`config.mk`:
```
export PLATFORM = sky130hd
export DESIGN_NAME = stc_client
export DESIGN_NICKNAME = d
export VERILOG_FILES = /design/src/hw/stc_filter.v /design/src/hw/stc_client.v
export VERILOG_INCLUDE_DIRS = /design/src /design/src/hw
export SDC_FILE = /design/constraint.sdc
export NUM_CORES = 1
export LEC_CHECK = 0
export ABC_AREA = 1
export BUFFER_PORTS_ARGS = -buffer_cell sky130_fd_sc_hd__buf_2
export CORE_UTILIZATION = 45
export DETAILED_ROUTE_END_ITERATION = 8
export GPL_TIMING_DRIVEN = 0
export HOLD_SLACK_MARGIN = 0.15
export PLACE_DENSITY = 0.75
export SKIP_CTS_REPAIR_TIMING = 1
export SLEW_MARGIN = 30
export SYNTH_ARGS = -nofsm -noshare
export SYNTH_HDL_FRONTEND = slang
export SYNTH_SLANG_ARGS = --single-unit
```
`constraint.sdc`:
```
create_clock -name hclk -period 8.5 [get_ports hclk]
set_input_delay 1.7 -clock hclk [delete_from_list [all_inputs] [get_ports hclk]]
set_output_delay 1.7 -clock hclk [all_outputs]
set_load 0.05 [all_outputs]
```
`src/hw/stc_defines.vh`:
```
// Shared constants for the temperature result client block
`ifndef STC_DEFINES_VH
`define STC_DEFINES_VH
// AHB register byte offsets
`define STC_AHB_CONFIG   8'h00
`define STC_AHB_CONSEC   8'h04
`define STC_AHB_FILTER   8'h08
`define STC_AHB_ADDRSEL  8'h0C
`define STC_AHB_STATUS   8'h10
// Two-wire register addresses
`define STC_SMB_RES_LAST 8'h09
`define STC_SMB_CONFIG   8'h22
`define STC_SMB_CONSEC   8'h26
`define STC_SMB_FILTER   8'h28
`define STC_BLK_TEMP_LO  8'h80
`define STC_BLK_TEMP_HI  8'h89
`define STC_BLK_STAT_LO  8'h90
`define STC_BLK_STAT_HI  8'h97
`define STC_PAST_END     8'hFF
// Field positions
`define STC_RANGE_BIT    2
`define STC_TMO_BIT      7
`define STC_BLOCK_BIT    7
// Reset values
`define STC_CONFIG_RST   8'h00
`define STC_CONSEC_RST   8'h70
`define STC_FILTER_RST   2'h0
`define STC_ADDRSEL_RST  3'h0
// Client addresses: fixed variants, then pull-up table 4.7k..33k
`define STC_ADDR_FIX1    7'h4C
`define STC_ADDR_FIX2    7'h4D
`define STC_ADDR_R4K7    7'h7C
`define STC_ADDR_R6K8    7'h5C
`define STC_ADDR_R10K    7'h4C
`define STC_ADDR_R15K    7'h6C
`define STC_ADDR_R22K    7'h1C
`define STC_ADDR_R33K    7'h3C
// Result coding
`define STC_CODE_DEF_MAX 11'h3FF
`define STC_CODE_EXT_MAX 11'h7FF
`define STC_EXT_OFFSET   14'h0200
`define STC_CHAN_EXT1    3'h1
// Timing
`define STC_CLK_HZ       100000000
`define STC_TMO_MS       30
`endif

```
`src/hw/stc_filter.v`:
```
// Result coding, clamping and running-average filter for channel results
`timescale 1ns/1ps
`default_nettype none
`include "stc_defines.vh"
module stc_filter (
  input  wire        hclk,      // System clock
  input  wire        hresetn,   // Async reset, active low
  input  wire        in_valid,  // Raw measurement strobe
  input  wire [2:0]  in_chan,   // Channel, 0 internal, 1..4 external
  input  wire [12:0] in_temp,   // Signed temperature in 1/8 degree
  input  wire        range_ext, // Extended range selected
  input  wire [1:0]  filt_sel,  // Filter level code
  output reg         out_valid, // Coded result strobe
  output reg  [2:0]  out_chan,  // Channel of coded result
  output reg  [10:0] out_code   // Coded, filtered 11-bit result
);
  reg  [10:0] hist_q [0:7];
  reg         primed_q;
  reg  [10:0] code;
  reg  [10:0] avg;
  wire [13:0] ext_t;
  wire [12:0] sum4;
  wire [13:0] sum8;
  wire        is_f;
  integer     i;

  assign ext_t = {in_temp[12], in_temp} + `STC_EXT_OFFSET;
  always @* begin
    code = in_temp[10:0];
    if (range_ext) begin
      if (ext_t[13])
        code = 11'h000;
      else if (ext_t[12:11] != 2'b00)
        code = `STC_CODE_EXT_MAX;
      else
        code = ext_t[10:0];
    end else if (in_temp[12]) begin
      code = 11'h000;
    end else if (in_temp[11:10] != 2'b00) begin
      code = `STC_CODE_DEF_MAX;
    end
  end

  assign is_f = in_valid && (in_chan == `STC_CHAN_EXT1);
  assign sum4 = {2'b00, code} + {2'b00, hist_q[0]} + {2'b00, hist_q[1]}
              + {2'b00, hist_q[2]};
  assign sum8 = {1'b0, sum4} + {3'b000, hist_q[3]} + {3'b000, hist_q[4]}
              + {3'b000, hist_q[5]} + {3'b000, hist_q[6]};

  always @* begin
    case (filt_sel)
      2'd1, 2'd2: avg = sum4[12:2];
      2'd3:       avg = sum8[13:3];
      default:    avg = code;
    endcase
    if (!primed_q)
      avg = code;
  end

  // History shifts whatever the level, so a level change is seamless
  // preload on first sample
  always @(posedge hclk or negedge hresetn) begin
    if (!hresetn) begin
      primed_q  <= 1'b0;
      out_valid <= 1'b0;
      out_chan  <= 3'h0;
      out_code  <= 11'h000;
      for (i = 0; i < 8; i = i + 1)
        hist_q[i] <= 11'h000;
    end else begin
      out_valid <= in_valid;
      if (in_valid) begin
        out_chan <= in_chan;
        out_code <= is_f ? avg : code;
      end
      if (is_f) begin
        primed_q <= 1'b1;
        for (i = 1; i < 8; i = i + 1)
          hist_q[i] <= primed_q ? hist_q[i-1] : code;
        hist_q[0] <= code;
      end
    end
  end
endmodule
`default_nettype wire

```
`src/hw/stc_client.v`:
```
// Two-wire client, result store and AHB-Lite register slave
//
// Overview of operation
// - Filter code 0 off, 1 or 2 light, 3 strong.
// - Light is mean of last four, strong mean of last eight.
// - Filter only first external channel, on the coded 11-bit value.
// - First sample after reset fills all filter history slots.
// - Limit logic sees the filtered value that is also stored.
// - Result high byte holds bits 10:3, low byte top three bits.
// - Default range unsigned eighths, clamped 0 to 127.875.
// - Extended range offset 64, clamped -64 to 191.875.
// - Host may stretch the clock; this client never drives it.
// - Data falling while clock high starts a transfer.
// - Data rising while clock high returns client to idle.
// - Address byte is seven address bits then direction bit.
// - Fixed variants answer 1001_100x or 1001_101x.
// - Pull-up variant picks one of six addresses from a table.
// - Client acknowledges its own address and every byte then received in the ninth clock.
// - Clock low 30 ms with time-out on resets the interface.
// - Time-out is off after reset until its enable bit is set.
// - Write byte, read byte and block read are supported.
// - Register address bit 7 selects block instead of single access.
// - Block regions 80h-89h results and 90h-97h status.
// - Block read sends count, then data; past end FFh, pointer held.
// - Send byte only loads pointer; receive byte reads there.
//
// The AHB-Lite slave port and the register offsets are this design's own decisions.
`timescale 1ns/1ps
`default_nettype none
`include "stc_defines.vh"
module stc_client #(
  parameter TMO_W      = 22,
  parameter TMO_CYCLES = `STC_TMO_MS * (`STC_CLK_HZ / 1000)
) (
  input  wire        hclk,          // System clock, 100 MHz
  input  wire        hresetn,       // Async reset, active low
  input  wire        hsel,          // AHB slave select
  input  wire [31:0] haddr,         // AHB address
  input  wire [1:0]  htrans,        // AHB transfer type
  input  wire        hwrite,        // AHB write
  input  wire [2:0]  hsize,         // AHB size, word only
  input  wire [31:0] hwdata,        // AHB write data
  input  wire        hready,        // AHB bus ready
  output reg  [31:0] hrdata,        // AHB read data
  output wire        hreadyout,     // Never waits
  output wire        hresp,         // Always OKAY
  input  wire        bus_clock_pin, // Two-wire clock from host
  input  wire        sda_in,        // Data pin level
  output wire        sda_out,       // Data pin drive value, always low
  output reg         sda_oe_n,      // Data pin enable, low drives
  input  wire        meas_valid,    // Raw measurement strobe
  input  wire [2:0]  meas_chan,     // Measured channel
  input  wire [12:0] meas_temp,     // Signed eighths of a degree
  input  wire [63:0] status_bytes,  // Eight status bytes, byte 0 low
  output wire        result_valid,  // Coded result strobe
  output wire [2:0]  result_chan,   // Coded result channel
  output wire [10:0] result_code    // Filtered code for limit checks
);
  localparam ST_IDLE = 3'd0;
  localparam ST_ADDR = 3'd1;
  localparam ST_AACK = 3'd2;
  localparam ST_WDAT = 3'd3;
  localparam ST_WACK = 3'd4;
  localparam ST_RDAT = 3'd5;
  localparam ST_RACK = 3'd6;

  reg  [7:0]  config_q;
  reg  [7:0]  consec_q;
  reg  [1:0]  filter_q;
  reg  [2:0]  addrsel_q;
  reg  [10:0] res_q [0:4];
  reg         scl_s1, scl_s2, scl_s3;
  reg         sda_s1, sda_s2, sda_s3;
  reg  [2:0]  state_q;
  reg  [3:0]  cnt_q;
  reg  [7:0]  sh_q;
  reg  [7:0]  tx_q;
  reg  [7:0]  ptr_q;
  reg         first_q;
  reg         cntph_q;
  reg         past_q;
  reg         acked_q;
  reg  [TMO_W-1:0] tmo_q;
  reg         ahb_wr_q;
  reg  [7:0]  ahb_a_q;
  reg  [7:0]  rd_byte;
  reg  [7:0]  blk_end;
  reg         in_blk;
  wire [6:0]  my_addr;
  wire        scl_rise, scl_fall, start, stop, tmo_hit, smb_wr, ahb_go;
  integer     i;

  ////////////////////////////////////////////////////////////////////////
  // Functions

  function [6:0] addr_decode;
    input [2:0] sel;
    begin
      case (sel)
        3'd0:    addr_decode = `STC_ADDR_FIX1;
        3'd1:    addr_decode = `STC_ADDR_FIX2;
        3'd2:    addr_decode = `STC_ADDR_R4K7;
        3'd3:    addr_decode = `STC_ADDR_R6K8;
        3'd4:    addr_decode = `STC_ADDR_R10K;
        3'd5:    addr_decode = `STC_ADDR_R15K;
        3'd6:    addr_decode = `STC_ADDR_R22K;
        default: addr_decode = `STC_ADDR_R33K;
      endcase
    end
  endfunction

  function [7:0] res_byte;
    input [10:0] r;
    input        lo;
    begin
      res_byte = lo ? {r[2:0], 5'b00000} : r[10:3];
    end
  endfunction

  ////////////////////////////////////////////////////////////////////////
  // Result path

  stc_filter u_filter (
    .hclk      (hclk),
    .hresetn   (hresetn),
    .in_valid  (meas_valid),
    .in_chan   (meas_chan),
    .in_temp   (meas_temp),
    .range_ext (config_q[`STC_RANGE_BIT]),
    .filt_sel  (filter_q),
    .out_valid (result_valid),
    .out_chan  (result_chan),
    .out_code  (result_code)
  );

  always @(posedge hclk or negedge hresetn) begin
    if (!hresetn) begin
      for (i = 0; i < 5; i = i + 1)
        res_q[i] <= 11'h000;
    end else if (result_valid && result_chan < 3'd5) begin
      res_q[result_chan] <= result_code;
    end
  end

  ////////////////////////////////////////////////////////////////////////
  // Pin synchronisers and bus conditions

  // Third stage only feeds edge detection, never the first stage
  always @(posedge hclk or negedge hresetn) begin
    if (!hresetn) begin
      scl_s1 <= 1'b1;
      scl_s2 <= 1'b1;
      scl_s3 <= 1'b1;
      sda_s1 <= 1'b1;
      sda_s2 <= 1'b1;
      sda_s3 <= 1'b1;
    end else begin
      scl_s1 <= bus_clock_pin;
      scl_s2 <= scl_s1;
      scl_s3 <= scl_s2;
      sda_s1 <= sda_in;
      sda_s2 <= sda_s1;
      sda_s3 <= sda_s2;
    end
  end

  assign scl_rise = scl_s2 & ~scl_s3;
  assign scl_fall = ~scl_s2 & scl_s3;
  assign start = scl_s2 & scl_s3 & sda_s3 & ~sda_s2;
  assign stop  = scl_s2 & scl_s3 & ~sda_s3 & sda_s2;
  assign my_addr = addr_decode(addrsel_q);
  assign sda_out = 1'b0;

  ////////////////////////////////////////////////////////////////////////
  // Time-out counter

  always @(posedge hclk or negedge hresetn) begin
    if (!hresetn)
      tmo_q <= {TMO_W{1'b0}};
    else if (!consec_q[`STC_TMO_BIT] || scl_s2 || state_q == ST_IDLE)
      tmo_q <= {TMO_W{1'b0}};
    else if (!tmo_hit)
      tmo_q <= tmo_q + 1'b1;
  end
  assign tmo_hit = (tmo_q == TMO_CYCLES[TMO_W-1:0]);

  ////////////////////////////////////////////////////////////////////////
  // Read byte selection

  always @* begin
    in_blk  = 1'b0;
    blk_end = `STC_BLK_TEMP_HI;
    if (ptr_q >= `STC_BLK_TEMP_LO && ptr_q <= `STC_BLK_TEMP_HI) begin
      in_blk = 1'b1;
    end else if (ptr_q >= `STC_BLK_STAT_LO &&
                 ptr_q <= `STC_BLK_STAT_HI) begin
      in_blk  = 1'b1;
      blk_end = `STC_BLK_STAT_HI;
    end
  end

  always @* begin
    rd_byte = 8'h00;
    if (ptr_q[`STC_BLOCK_BIT] && cntph_q)
      rd_byte = in_blk ? blk_end - ptr_q + 8'h01 : 8'h00;
    else if (ptr_q[`STC_BLOCK_BIT] && (past_q || !in_blk))
      rd_byte = `STC_PAST_END;
    else if (ptr_q[`STC_BLOCK_BIT] && ptr_q[4])
      rd_byte = status_bytes[{ptr_q[2:0], 3'b000} +: 8];
    else if (ptr_q[`STC_BLOCK_BIT] || ptr_q <= `STC_SMB_RES_LAST)
      rd_byte = res_byte(res_q[ptr_q[3:1]], ptr_q[0]);
    else if (ptr_q == `STC_SMB_CONFIG)
      rd_byte = config_q;
    else if (ptr_q == `STC_SMB_CONSEC)
      rd_byte = consec_q;
    else if (ptr_q == `STC_SMB_FILTER)
      rd_byte = {6'b000000, filter_q};
  end

  ////////////////////////////////////////////////////////////////////////
  // Client state machine

  // Data bytes after the pointer byte write the addressed register
  assign smb_wr = (state_q == ST_WDAT) && scl_fall && (cnt_q == 4'd8)
                  && !first_q;

  always @(posedge hclk or negedge hresetn) begin
    if (!hresetn) begin
      state_q  <= ST_IDLE;
      cnt_q    <= 4'd0;
      sh_q     <= 8'h00;
      tx_q     <= 8'h00;
      ptr_q    <= 8'h00;
      first_q  <= 1'b0;
      cntph_q  <= 1'b0;
      past_q   <= 1'b0;
      acked_q  <= 1'b0;
      sda_oe_n <= 1'b1;
    end else if (stop || tmo_hit) begin
      state_q  <= ST_IDLE;
      sda_oe_n <= 1'b1;
    end else if (start) begin
      state_q  <= ST_ADDR;
      cnt_q    <= 4'd0;
      sda_oe_n <= 1'b1;
    end else begin
      case (state_q)
        ST_ADDR, ST_WDAT: begin
          if (scl_rise && cnt_q != 4'd8) begin
            sh_q  <= {sh_q[6:0], sda_s2};
            cnt_q <= cnt_q + 4'd1;
          end else if (scl_fall && cnt_q == 4'd8) begin
            if (state_q == ST_ADDR && sh_q[7:1] == my_addr) begin
              sda_oe_n <= 1'b0;
              state_q  <= ST_AACK;
              first_q  <= ~sh_q[0];
              cntph_q  <= sh_q[0] & ptr_q[`STC_BLOCK_BIT];
              past_q   <= 1'b0;
            end else if (state_q == ST_ADDR) begin
              state_q <= ST_IDLE;
            end else begin
              sda_oe_n <= 1'b0;
              state_q  <= ST_WACK;
              first_q  <= 1'b0;
              if (first_q)
                ptr_q <= sh_q;
            end
          end
        end
        ST_AACK: begin
          if (scl_fall) begin
            cnt_q <= 4'd0;
            if (sh_q[0]) begin
              // read starts with first byte out
              tx_q     <= {rd_byte[6:0], 1'b0};
              sda_oe_n <= rd_byte[7];
              state_q  <= ST_RDAT;
            end else begin
              sda_oe_n <= 1'b1;
              state_q  <= ST_WDAT;
            end
          end
        end
        ST_WACK: begin
          if (scl_fall) begin
            sda_oe_n <= 1'b1;
            cnt_q    <= 4'd0;
            state_q  <= ST_WDAT;
          end
        end
        ST_RDAT: begin
          if (scl_fall && cnt_q == 4'd7) begin
            sda_oe_n <= 1'b1;
            state_q  <= ST_RACK;
            acked_q  <= 1'b0;
          end else if (scl_fall) begin
            sda_oe_n <= tx_q[7];
            tx_q     <= {tx_q[6:0], 1'b0};
            cnt_q    <= cnt_q + 4'd1;
          end
        end
        ST_RACK: begin
          if (scl_rise && sda_s2) begin
            state_q <= ST_IDLE;
          end else if (scl_rise) begin
            acked_q <= 1'b1;
            // advance or hold at block end
            if (cntph_q)
              cntph_q <= 1'b0;
            else if (ptr_q[`STC_BLOCK_BIT] && in_blk && ptr_q == blk_end)
              past_q <= 1'b1;
            else if (ptr_q[`STC_BLOCK_BIT] && in_blk)
              ptr_q <= ptr_q + 8'h01;
          end else if (scl_fall && acked_q) begin
            tx_q     <= {rd_byte[6:0], 1'b0};
            sda_oe_n <= rd_byte[7];
            cnt_q    <= 4'd0;
            state_q  <= ST_RDAT;
          end
        end
        default: begin
          sda_oe_n <= 1'b1;
        end
      endcase
    end
  end

  ////////////////////////////////////////////////////////////////////////
  // AHB-Lite slave

  // Zero wait states; read data is captured in the address phase,
  // so a read right after a write to the same word sees the old value
  assign hreadyout = 1'b1;
  assign hresp     = 1'b0;
  assign ahb_go    = hsel && hready && htrans[1];

  always @(posedge hclk or negedge hresetn) begin
    if (!hresetn) begin
      ahb_wr_q <= 1'b0;
      ahb_a_q  <= 8'h00;
      hrdata   <= 32'h0000_0000;
    end else begin
      ahb_wr_q <= ahb_go && hwrite;
      if (ahb_go)
        ahb_a_q <= haddr[7:0];
      if (ahb_go && !hwrite) begin
        case (haddr[7:0])
          `STC_AHB_CONFIG:  hrdata <= {24'h00_0000, config_q};
          `STC_AHB_CONSEC:  hrdata <= {24'h00_0000, consec_q};
          `STC_AHB_FILTER:  hrdata <= {30'h0000_0000, filter_q};
          `STC_AHB_ADDRSEL: hrdata <= {29'h0000_0000, addrsel_q};
          `STC_AHB_STATUS:  hrdata <= {9'h000, my_addr, ptr_q,
                                       5'h00, state_q};
          default:          hrdata <= 32'h0000_0000;
        endcase
      end
    end
  end

  // Configuration is reachable from both ports; AHB wins a tie
  // time-out enable resets low
  always @(posedge hclk or negedge hresetn) begin
    if (!hresetn) begin
      config_q  <= `STC_CONFIG_RST;
      consec_q  <= `STC_CONSEC_RST;
      filter_q  <= `STC_FILTER_RST;
      addrsel_q <= `STC_ADDRSEL_RST;
    end else if (ahb_wr_q) begin
      case (ahb_a_q)
        `STC_AHB_CONFIG:  config_q  <= hwdata[7:0];
        `STC_AHB_CONSEC:  consec_q  <= hwdata[7:0];
        `STC_AHB_FILTER:  filter_q  <= hwdata[1:0];
        `STC_AHB_ADDRSEL: addrsel_q <= hwdata[2:0];
        default:          config_q  <= config_q;
      endcase
    end else if (smb_wr) begin
      case (ptr_q)
        `STC_SMB_CONFIG: config_q <= sh_q;
        `STC_SMB_CONSEC: consec_q <= sh_q;
        `STC_SMB_FILTER: filter_q <= sh_q[1:0];
        default:         config_q <= config_q;
      endcase
    end
  end
endmodule
`default_nettype wire

```
## After elaboration in Yosys (flattened, before gate mapping)

Index checks and enable logic that the tools add are counted.

| word-level totals | value |
|---|---|
| ROM bits | 0 |
| RAM bits | 0 |
| latch bits | 0 |
| memories kept | 0 |
| register bits | 274 |
| output and inout port bits | 51 |
| bits of input ports | 157 |
| logic and storage cells | 346 |

| operators by class | value |
|---|---|
| shift operators | 1 |
| $mul | 0 |
| $lt $le $gt $ge | 9 |
| equal/unequal tests | 75 |
| mux-type cells | 125 |
| reduce and logical (&&, ||, !) cells | 65 |
| add/sub/neg operators | 13 |
| divide/modulo/power cells | 0 |
| bitwise logic cells | 18 |

Operators with widths:

| operator | count |
|---|---|
| $mux 8 | 33 |
| $mux 11 | 16 |
| $pmux 23 s5 | 1 |
| $shiftx 64x7->8 | 1 |
| $bwmux 55 | 1 |
| $mux 22 | 2 |
| $add 14x11->14 | 3 |
| $pmux 7 s6 | 1 |
| $mux 3 | 13 |
| $ne 2x2->1 const B | 19 |
| $ne 4x4->1 const B | 9 |
| $bmux 11 s3 | 1 |
| $demux 11 s3 | 1 |
| $eq 8x4->1 const B | 4 |
| $mux 1 | 32 |
| $mux 4 | 8 |
| $add 13x11->13 | 2 |
| $eq 8x6->1 const B | 3 |
| $pmux 8 s3 | 1 |
| $logic_and 1x1->1 | 23 |
| $add 22x1->22 const B | 1 |
| $eq 22x22->1 const B | 1 |
| $pmux 11 s2 | 1 |
| $ne 5x5->1 const B | 4 |
| 53 further kinds | 125 |

## Depth between registers and ports, before layout

Gate-level depths: netlist of run 1.

| depth | value |
|---|---|
| word-level depth | 15 |
| gate-level depth with buffers | 42 |
| mapped depth without buffers | 41 |

## Hierarchy

A second synthesis of run 1 with hierarchy kept.

| second synthesis, totals | value |
|---|---|
| cell total of the unflattened synthesis | 2163 |
| area, all modules | 16619.7 µm² |

Modules (own cells, without submodules):

| module | cells each | seq. area each (µm²) | instances | area an instance (µm²) |
|---|---|---|---|---|
| stc_client | 1366 | 4241.6 | 1 | 9935.8 |
| stc_filter | 797 | 2327.2 | 1 | 6683.9 |

## Worst setup path before layout of run 1

No wires, ideal clock.

| timing | value |
|---|---|
| path type | input -> register |
| start | input meas_temp[9] |
| end | register u_filter.out_code[7] |
| setup time | 0.134 ns |
| path slack | 0.315 ns |
| path buffers | 0 |
| required time | 8.366 ns |
| arrival time | 8.051 ns |
| stages on the path | 38 |
| cell sequence | ha_1 xnor2_1 nand3_1 o21ai_0 nand2_1 ha_1 fa_1 a21oi_1 o21ai_0 a21oi_1 o21ai_0 xor2_1 fa_1 inv_1 ha_1 nand2_1 nor2_1 nand2_1 [2 not listed] nand2_1 nand2_1 nand2_1 inv_1 fa_1 fa_1 inv_1 fa_1 inv_1 ha_1 a21o_1 a21oi_1 nand3_1 or2_2 nand3_1 nand3_1 nand2_1 o21ai_0 |

| on the way | value |
|---|---|
| cells in the longest elaborated chain, start to end | 15 |
| elaborated cells between the ends (all ways) | 17 |
| those cells by class | add/sub: 8; mux: 8; reduce/logical: 1 |

RTL lines:

| element | line | text |
|---|---|---|
| start: declaration | stc_client.v:53 | `input wire [12:0] meas_temp,` |
| $add 13x11->14 (no line) (*) | -- |  |
| $reduce_bool 2->1 | stc_filter.v:33 | `else if (ext_t[12:11] != 2'b00)` |
| $mux 11 | stc_filter.v:33 |  |
| $mux 11 (*) | stc_filter.v:31 | `if (ext_t[13])` |
| $mux 11 (*) | stc_filter.v:30 | `if (range_ext) begin` |
| net u_filter.code[0] | stc_filter.v:19 | `reg [10:0] code;` |
| $add 11x11->12 (*) | stc_filter.v:45 | `assign sum4 = {2'b00, code} + {2'b00, hist_q[0]} + {2'b00, hist_q[1]}` |
| $add 13x11->13 (*) | stc_filter.v:45 |  |
| $add 13x11->13 (*) | stc_filter.v:46 | `+ {2'b00, hist_q[2]};` |
| $add 13x11->14 | stc_filter.v:47 | `assign sum8 = {1'b0, sum4} + {3'b000, hist_q[3]} + {3'b000, hist_q[4]}` |
| $add 14x11->14 | stc_filter.v:47 |  |
| $add 14x11->14 (2 in series) | stc_filter.v:48 | `+ {3'b000, hist_q[5]} + {3'b000, hist_q[6]};` |
| $pmux 11 s2 (*) | stc_filter.v:51 | `case (filt_sel)` |
| $mux 11 (*) | stc_filter.v:56 | `if (!primed_q)` |
| $mux 11 (*) | stc_filter.v:74 | `out_code <= is_f ? avg : code;` |
| end signal: assignment | stc_filter.v:74 |  |
| end: declaration | stc_filter.v:15 | `output reg [10:0] out_code` |

The timed path passes the listed nets; every way through them passes the cells marked *.
A chain may end at the register's enable or synchronous reset.

## Worst setup path in the final report of run 1

Ends and elaborated chain as after synthesis.

==> summary.md, run 1 <==
| Metric | Value |
|---|---|
| Final setup fails | 0 |
| Final hold vios | 0 |
| Outcome | finished clean |
| I/O Pins | ~210 |
| FF-to-FF path depth | 36 |
| Mean Syn Cell Area | approximately 7.6 um2 |
| Fin. max-slew vios | 0 |
| Worst path slowest cell | fa_1 |
| Reg2Reg Capture Point | u_filter.out_code[7]$_DFFE_PN0P_ |
| Critical path's largest stage delay | between 500 and 600 ps |
| Reg2Reg Setup Slack | 1140 ps |
| Period utilisation layout | 96.5% |
| Number of synthesized flops with an enable pin | 0 |
| Chip Height | ~190 um |
| CP most frequent cell | inv_1 |
| XOR/XNOR share of the synthesized area | ~1.2% |
| GP Congestion | ~0.95 |
| Remaining DRCs | 0 |
| Final setup margin | about 300 ps |
| Drt total wl | between 40000 and 50000 um |
| Worst-margin pin slew | 828 ps |
| Rows | 70 |
| FFs w/ async S/R, synth | 100% |
| Synth Area in Adders | approximately a tenth |
| DIE AREA | about 38000 um2 |
| Fin Clk Skew | ~23 ps |
| Clock sinks | between 200 and 300 |
| Post-synth cell types | 53 |
| Core area | between 30000 and 40000 um2 |
| Post-place setup slack | -763 ps |
| Synthesized area | roughly 17000 um2 |
| Worst skew pair latency | 580 ps |
| Crit end category | flop |
| Vias | between 15000 and 20000 |
| Setup TNS | 0 ps |
| Detailed-route wire length per cell | 17.0 um |
| Ys Warns | 0 |
| Via density | 5.52 |
| Maximum clock rate | about 120 MHz |
| Antenna violations before repair | 0 |
| Min cycle time layout | around 8000 ps |
| Seq/Total Area, Yosys | slightly below 40% |
| DPL Wire Length | between 30000 and 40000 um |
| Initial Util | between 40% and 50% |
| CTS tree | yes |
| Crit path from | meas_temp[9] |
| IO buf count | 142 |
| Overall routing resource usage | between 20% and 30% |
| Worst setup path end | u_filter.out_code[7]$_DFFE_PN0P_ |
| CTS buffer count | 29 |
| Maxcap violations | 0 |
| Worst Path Required | between 8000 and 9000 ps |
| Tightest Hold Check Type | flop to flop |
| Worst Path Arrival | slightly below 9000 ps |
| Largest family of logic cells by synthesized area | simple AND/OR/NAND/NOR gates |
| First-pass GRT wire length | 78500 um |
| Routed Antenna Nets | 0 |
| Root Buffer | clkbuf_16 |
| CTS Buffer Depth | 3 |
| Synth Area in Simple Gates | 23.6% |
| Worst r2r src | config_q[2]$_DFFE_PN0P_ |
| Compound-Gate Fraction of Synth Area | between 10% and 20% |
| Net count, final | approximately 2600 |
| Max FO, Critical Path | 5 |
| Slew HR | between 40 and 50% |
| Filler Cells Inserted | around 3500 |
| Number of global-route vias before repair | roughly 15000 |
| Drt first pass iters | 5 |
| Top_reg_cell synth | dfrtp_1 |
| P&R area growth vs syn | 16.4% |
| Worst-path clk slew | about 60 ps |
| Number of DRC markers in iteration 0 | about 1300 |
| Setup CP Type | input pin to flop |
| H-tree depth | 1 |
| Grt ovf | 0 |
| #FFs+latches synth | ~260 |
| CP Launch Type | input pin |
| Die X | 194 um |
| HP Start | scl_s1$_DFF_PN1_ |
| Cell count after synthesis | around 2200 |
| Mux share of post-synthesis cell area | less than 1% |
| Fraction of layout cells with a size suffix above 1 | between 10% and 20% |
| Largest net degree at the start of global routing | 86 |
## flip-flops by register name, indices dropped and copies added, names as in the netlist, 11 cells and up
register	cells
u_filter.hist_q	77
u_filter.out_code	11
tmo_q	22
res_q	55
hrdata	21
## layout by cell type (no fill, tap or decap), types with 9 or more instances in the layout
| cell type | synthesis | routed |
|---|---|---|
| a21oi_1 | 66 | 58 |
| a31oi_1 | 16 | 15 |
| buf_2 | 15 | 156 |
| buf_4 | 16 | 26 |
| clkbuf_1 | 53 | 62 |
| clkbuf_16 | 0 | 29 |
| conb_1 | 2 | 13 |
| dfrtp_1 | 252 | 252 |
| dfstp_2 | 10 | 10 |
| fa_1 | 45 | 44 |
| ha_1 | 59 | 49 |
| inv_1 | 323 | 320 |
| inv_2 | 6 | 9 |
| nand2_1 | 526 | 522 |
| nand3_1 | 155 | 152 |
| nand4_1 | 31 | 31 |
| nor2_1 | 159 | 158 |
| nor3_1 | 22 | 22 |
| o211ai_1 | 29 | 29 |
| o21ai_0 | 228 | 220 |
| o21ai_1 | 7 | 10 |
| o21ai_2 | 6 | 11 |
| o221ai_1 | 49 | 49 |
| o22ai_1 | 13 | 13 |
| xor2_1 | 14 | 12 |
## synthesized netlist by cell type, types with 3 or more instances
| master | count | area (um2) |
|---|---|---|
| nand2_1 | 526 | 1970 |
| inv_1 | 323 | 1210 |
| dfrtp_1 | 252 | 6310 |
| o21ai_0 | 228 | 1140 |
| nor2_1 | 159 | 597 |
| nand3_1 | 155 | 776 |
| a21oi_1 | 66 | 330 |
| ha_1 | 59 | 738 |
| clkbuf_1 | 53 | 199 |
| o221ai_1 | 49 | 429 |
| fa_1 | 45 | 901 |
| nand4_1 | 31 | 194 |
| o211ai_1 | 29 | 218 |
| nor3_1 | 22 | 110 |
| a31oi_1 | 16 | 100 |
| buf_4 | 16 | 120 |
| buf_2 | 15 | 75.1 |
| xor2_1 | 14 | 123 |
| o22ai_1 | 13 | 81.3 |
| dfstp_2 | 10 | 263 |
| nor4_1 | 9 | 56.3 |
| or2_2 | 8 | 50.1 |
| xnor2_1 | 8 | 70.1 |
| o21ai_1 | 7 | 35.0 |
| inv_2 | 6 | 22.5 |
| o21ai_2 | 6 | 52.6 |
| buf_1 | 5 | 18.8 |
| nor2_2 | 5 | 31.3 |
| nand2_2 | 4 | 25.0 |
| o21a_1 | 4 | 30.0 |
| o21bai_1 | 4 | 30.0 |
| o31ai_1 | 4 | 30.0 |
| a22oi_1 | 3 | 22.5 |
| clkinv_1 | 3 | 11.3 |
| nand3_2 | 3 | 30.0 |
| nand3b_1 | 3 | 22.5 |
## cells by family after synthesis
kind of cell / Yosys count
DFF: 262
muxes: 2
xor gates and xnor gates: 22
adders and majority gates: 104
and+or+nand+nor: 931
buffers and inverters: 421
other: 2
AOI/OAI and AO/OA: 442
## how the worst min path moves through the flow
stage                     slack (ps)  depth (start not counted)               end
after global placement           350                          0  sda_s2$_DFF_PN1_
after global routing             360                          0  scl_s2$_DFF_PN1_
final                            350                          0  scl_s2$_DFF_PN1_
after floorplan                  350                          0  scl_s2$_DFF_PN1_
after CTS                        360                          0  scl_s2$_DFF_PN1_
after detailed placement         350                          0  scl_s2$_DFF_PN1_
## per-stage QoR
step / instance area, um2 / std cells / hold slack, ps / util, %
after floorplan: 16700 / 2197 / 345 / -
after global placement: 18000 / 2807 / 350 / 49.3
after detailed placement: 18000 / 2810 / 348 / 49.5
after CTS: 19000 / 2863 / 356 / 52.1
after global routing: 19300 / 2874 / 360 / 53.1
final: 19300 / 2875 / 351 / 53.1
## critical path, delay by kind of cell
family                     cells  cell delay, ps
AOI/OAI and AO/OA              9            1440
xor gates and xnor gates       2             390
adders and majority gates      8            3170
buffers and inverters          7             520
and+or+nand+nor               11            1420
## area by class of cell
type	count	area (um2)	area share (%)
Multi-Input combinational cell	1515	8700	45.0
Antenna cell	1	2.50	0.0129
Sequential cell	262	6570	34.0
Clock inverter	10	118	0.608
Clock buffer	43	828	4.28
Timing Repair Buffer	155	878	4.54
Tap cell	468	586	3.03
Buffer	89	417	2.15
Inverter	332	1250	6.44
## layer usage
layer | up-vias | GRT usage, % | part of all wire, %
li1 | 7551 | - | -
met1 | 7651 | 36.8 | 45
met2 | 586 | 42.2 | 46
met3 | 78 | 2.45 | 6.3
met4 | 0 | 5.70 | 2.5
met5 | - | 0 | 0
Power of run 1 is not shown: default switching activity piles up to over one toggle a cycle in this logic, so the estimate is an artifact.
==> run 2: changes to the inputs <==
--- a/config.mk
+++ b/config.mk
@@ -12,7 +12,7 @@
 export DETAILED_ROUTE_END_ITERATION = 8
 export GPL_TIMING_DRIVEN = 0
 export HOLD_SLACK_MARGIN = 0.15
-export PLACE_DENSITY = 0.75
+export PLACE_DENSITY = 0.67
 export SKIP_CTS_REPAIR_TIMING = 1
 export SLEW_MARGIN = 30
 export SYNTH_ARGS = -nofsm -noshare
==> summary.md, run 2 (synthesis gave the netlist of run 1 again) <==
| Metric | Value |
|---|---|
| Outcome | finished clean |
| DPL Wire Length | 37400 um (+1.1%) |
| Initial Util | 45.6% (unchanged) |
| Fin Clk Skew | 14.9 ps (-7.74 ps) |
| Overall routing resource usage | 26.1% (+0.42 points) |
| Chip Height | 194 um (unchanged) |
| Worst skew pair latency | 580 ps (about the same) |
| First-pass GRT wire length | 78700 um (+0.14%) |
| Worst-path clk slew | 60 ps (about the same) |
| Worst-margin pin slew | 949 ps (+120 ps) |
| Largest register FFs | 77 (unchanged) |
| Commonest non-fill, non-tap cells in the layout | nand2_1 (519), inv_1 (322), dfrtp_1 (252), o21ai_0 (217), nor2_1 (158) |
| Fin. max-slew vios | 0 (unchanged) |
| Min cycle time layout | 8230 ps (+34.0 ps) |
| CTS buffer count | 30 (+3.4%) |
| Setup CP Type | input pin to flop |
| Design area | 19300 um2 (-0.23%) |
| Vias | 15600 (-1.6%) |
| Period utilisation layout | 96.9% (+0.40 points) |
| Drt first pass iters | 5 (unchanged) |
| Antenna diodes | 0 (-1) |
| Tightest hold margin | 360 ps (+8.69 ps) |
| Largest net degree at the start of global routing | 83 (-3.5%) |
| Placed cell area | 18000 um2 (unchanged) |
| Number of global-route vias before repair | 14900 (-0.58%) |
| Tightest Hold Check Type | flop to flop |
| Root Buffer | clkbuf_16 |
| Die X | 194 um (unchanged) |
| Routed Antenna Nets | 0 (unchanged) |
| Setup TNS | 0 ps (unchanged) |
| Top flop regs | u_filter.hist_q: 77 flops, res_q: 55 flops, tmo_q: 22 flops |
| Slew HR | 36.8% (-7.5 points) |
| Remaining DRCs | 0 (unchanged) |
| Reg2Reg Setup Slack | 1050 ps (-90 ps) |
| Max FO, Critical Path | 6 (+1) |
| Crit end category | flop |
| Maxcap violations | 0 (unchanged) |
| Worst path slowest cell | fa_1 |
| IO buf count | 142 (unchanged) |
| Number of DRC markers in iteration 0 | 1251 (-3.4%) |
| Rows | 70 (unchanged) |
| Clock sinks | 262 (unchanged) |
| Post-place setup slack | -784 ps (-21.2 ps) |
| Final setup margin | 267 ps (-34.0 ps) |
| Maximum clock rate | 121 MHz (-0.41%) |
| P&R area growth vs syn | 16.1% |
| Via density | 5.44 (-1.5%) |
| Antenna violations before repair | 0 (unchanged) |
| Worst Path Arrival | 8720 ps (+80 ps) |
| Net count, final | 2643 (-0.076%) |
| Biggest register | u_filter.hist_q |
| CTS tree | yes |
| Core area | 36400 um2 (unchanged) |
| Worst Path Required | 8990 ps (+50 ps) |
| Final hold vios | 0 (unchanged) |
| Commonest non-fill, non-tap cell in the layout | nand2_1 |
| Grt ovf | 0 (unchanged) |
| CP Launch Type | input pin |
| I/O Pins | 208 (unchanged) |
| Fraction of layout cells with a size suffix above 1 | 13.4% (-0.14 points) |
| Critical path's largest stage delay | 520 ps (about the same) |
| Final setup fails | 0 (unchanged) |
| GP Congestion | 0.946 (-0.42%) |
| Drt total wl | 49900 um (+1.8%) |
| DIE AREA | 37700 um2 (unchanged) |
| H-tree depth | 1 (unchanged) |
| Detailed-route wire length per cell | 17.4 um (+1.9%) |
| CTS Buffer Depth | 3 (unchanged) |
[run 2: changes by cell type in the layout (fill, tap and decap cells not counted), moves of 3 or more]
cell      change
nand2_2       +3
nand2_1       -3
clkbuf_1      -4
o21ai_1       +3
a21oi_2       -4
buf_4         -3
o21ai_0       -3
clkbuf_8      -3
a21oi_1       +4
[run 2: layout make-up]
class / instances / area, um2
well taps: 468 / 586
clock buffers: 39 / 826
plain buffers: 89 / 415
clock inverters: 13 / 150
inverters: 332 / 1250
fillers: 3557 / 17100
multi-input cells: 1515 / 8650
flip-flops and latches: 262 / 6570
repair buffers: 152 / 856
[run 2: critical path, delay by kind of cell]
family | cells | cell delay, ps
buffers and inverters | 6 | 530
and+or+nand+nor | 12 | 1440
adders and majority gates | 8 | 3260
AOI/OAI and AO/OA | 7 | 1140
xor gates and xnor gates | 3 | 660
[run 2: final timing paths]
| kind | startpoint | end | cells past startpoint |
|---|---|---|---|
| max | meas_temp[9] | u_filter.out_code[10]$_DFFE_PN0P_ | 36 |
| min | sda_s1$_DFF_PN1_ | sda_s2$_DFF_PN1_ | 0 |
| max reg2reg | config_q[2]$_DFFE_PN0P_ | u_filter.out_code[10]$_DFFE_PN0P_ | 36 |
| max in group asynchronous | hresetn | u_filter.out_chan[0]$_DFFE_PN0P_ | 2 |
| min in group asynchronous | hresetn | tmo_q[13]$_DFFE_PN0P_ | 1 |
| min reg2reg | sda_s1$_DFF_PN1_ | sda_s2$_DFF_PN1_ | 0 |
[run 2: layer usage]
metal,global-route usage (%),share of wire (%),vias up
met5,0,0,-
met2,41.1,45,539
li1,-,-,7547
met4,6.73,2.3,0
met3,4.89,7.3,67
met1,36.9,45,7455
[run 2: stage by stage]
| stage | utilization, % | cells |
|---|---|---|
| after floorplan | - | 2197 |
| after global placement | 49.3 | 2807 |
| after detailed placement | 49.5 | 2810 |
| after CTS | 52.2 | 2862 |
| after global routing | 53.0 | 2870 |
| final | 53.0 | 2870 |
Power of run 2 is left out for the same reason.
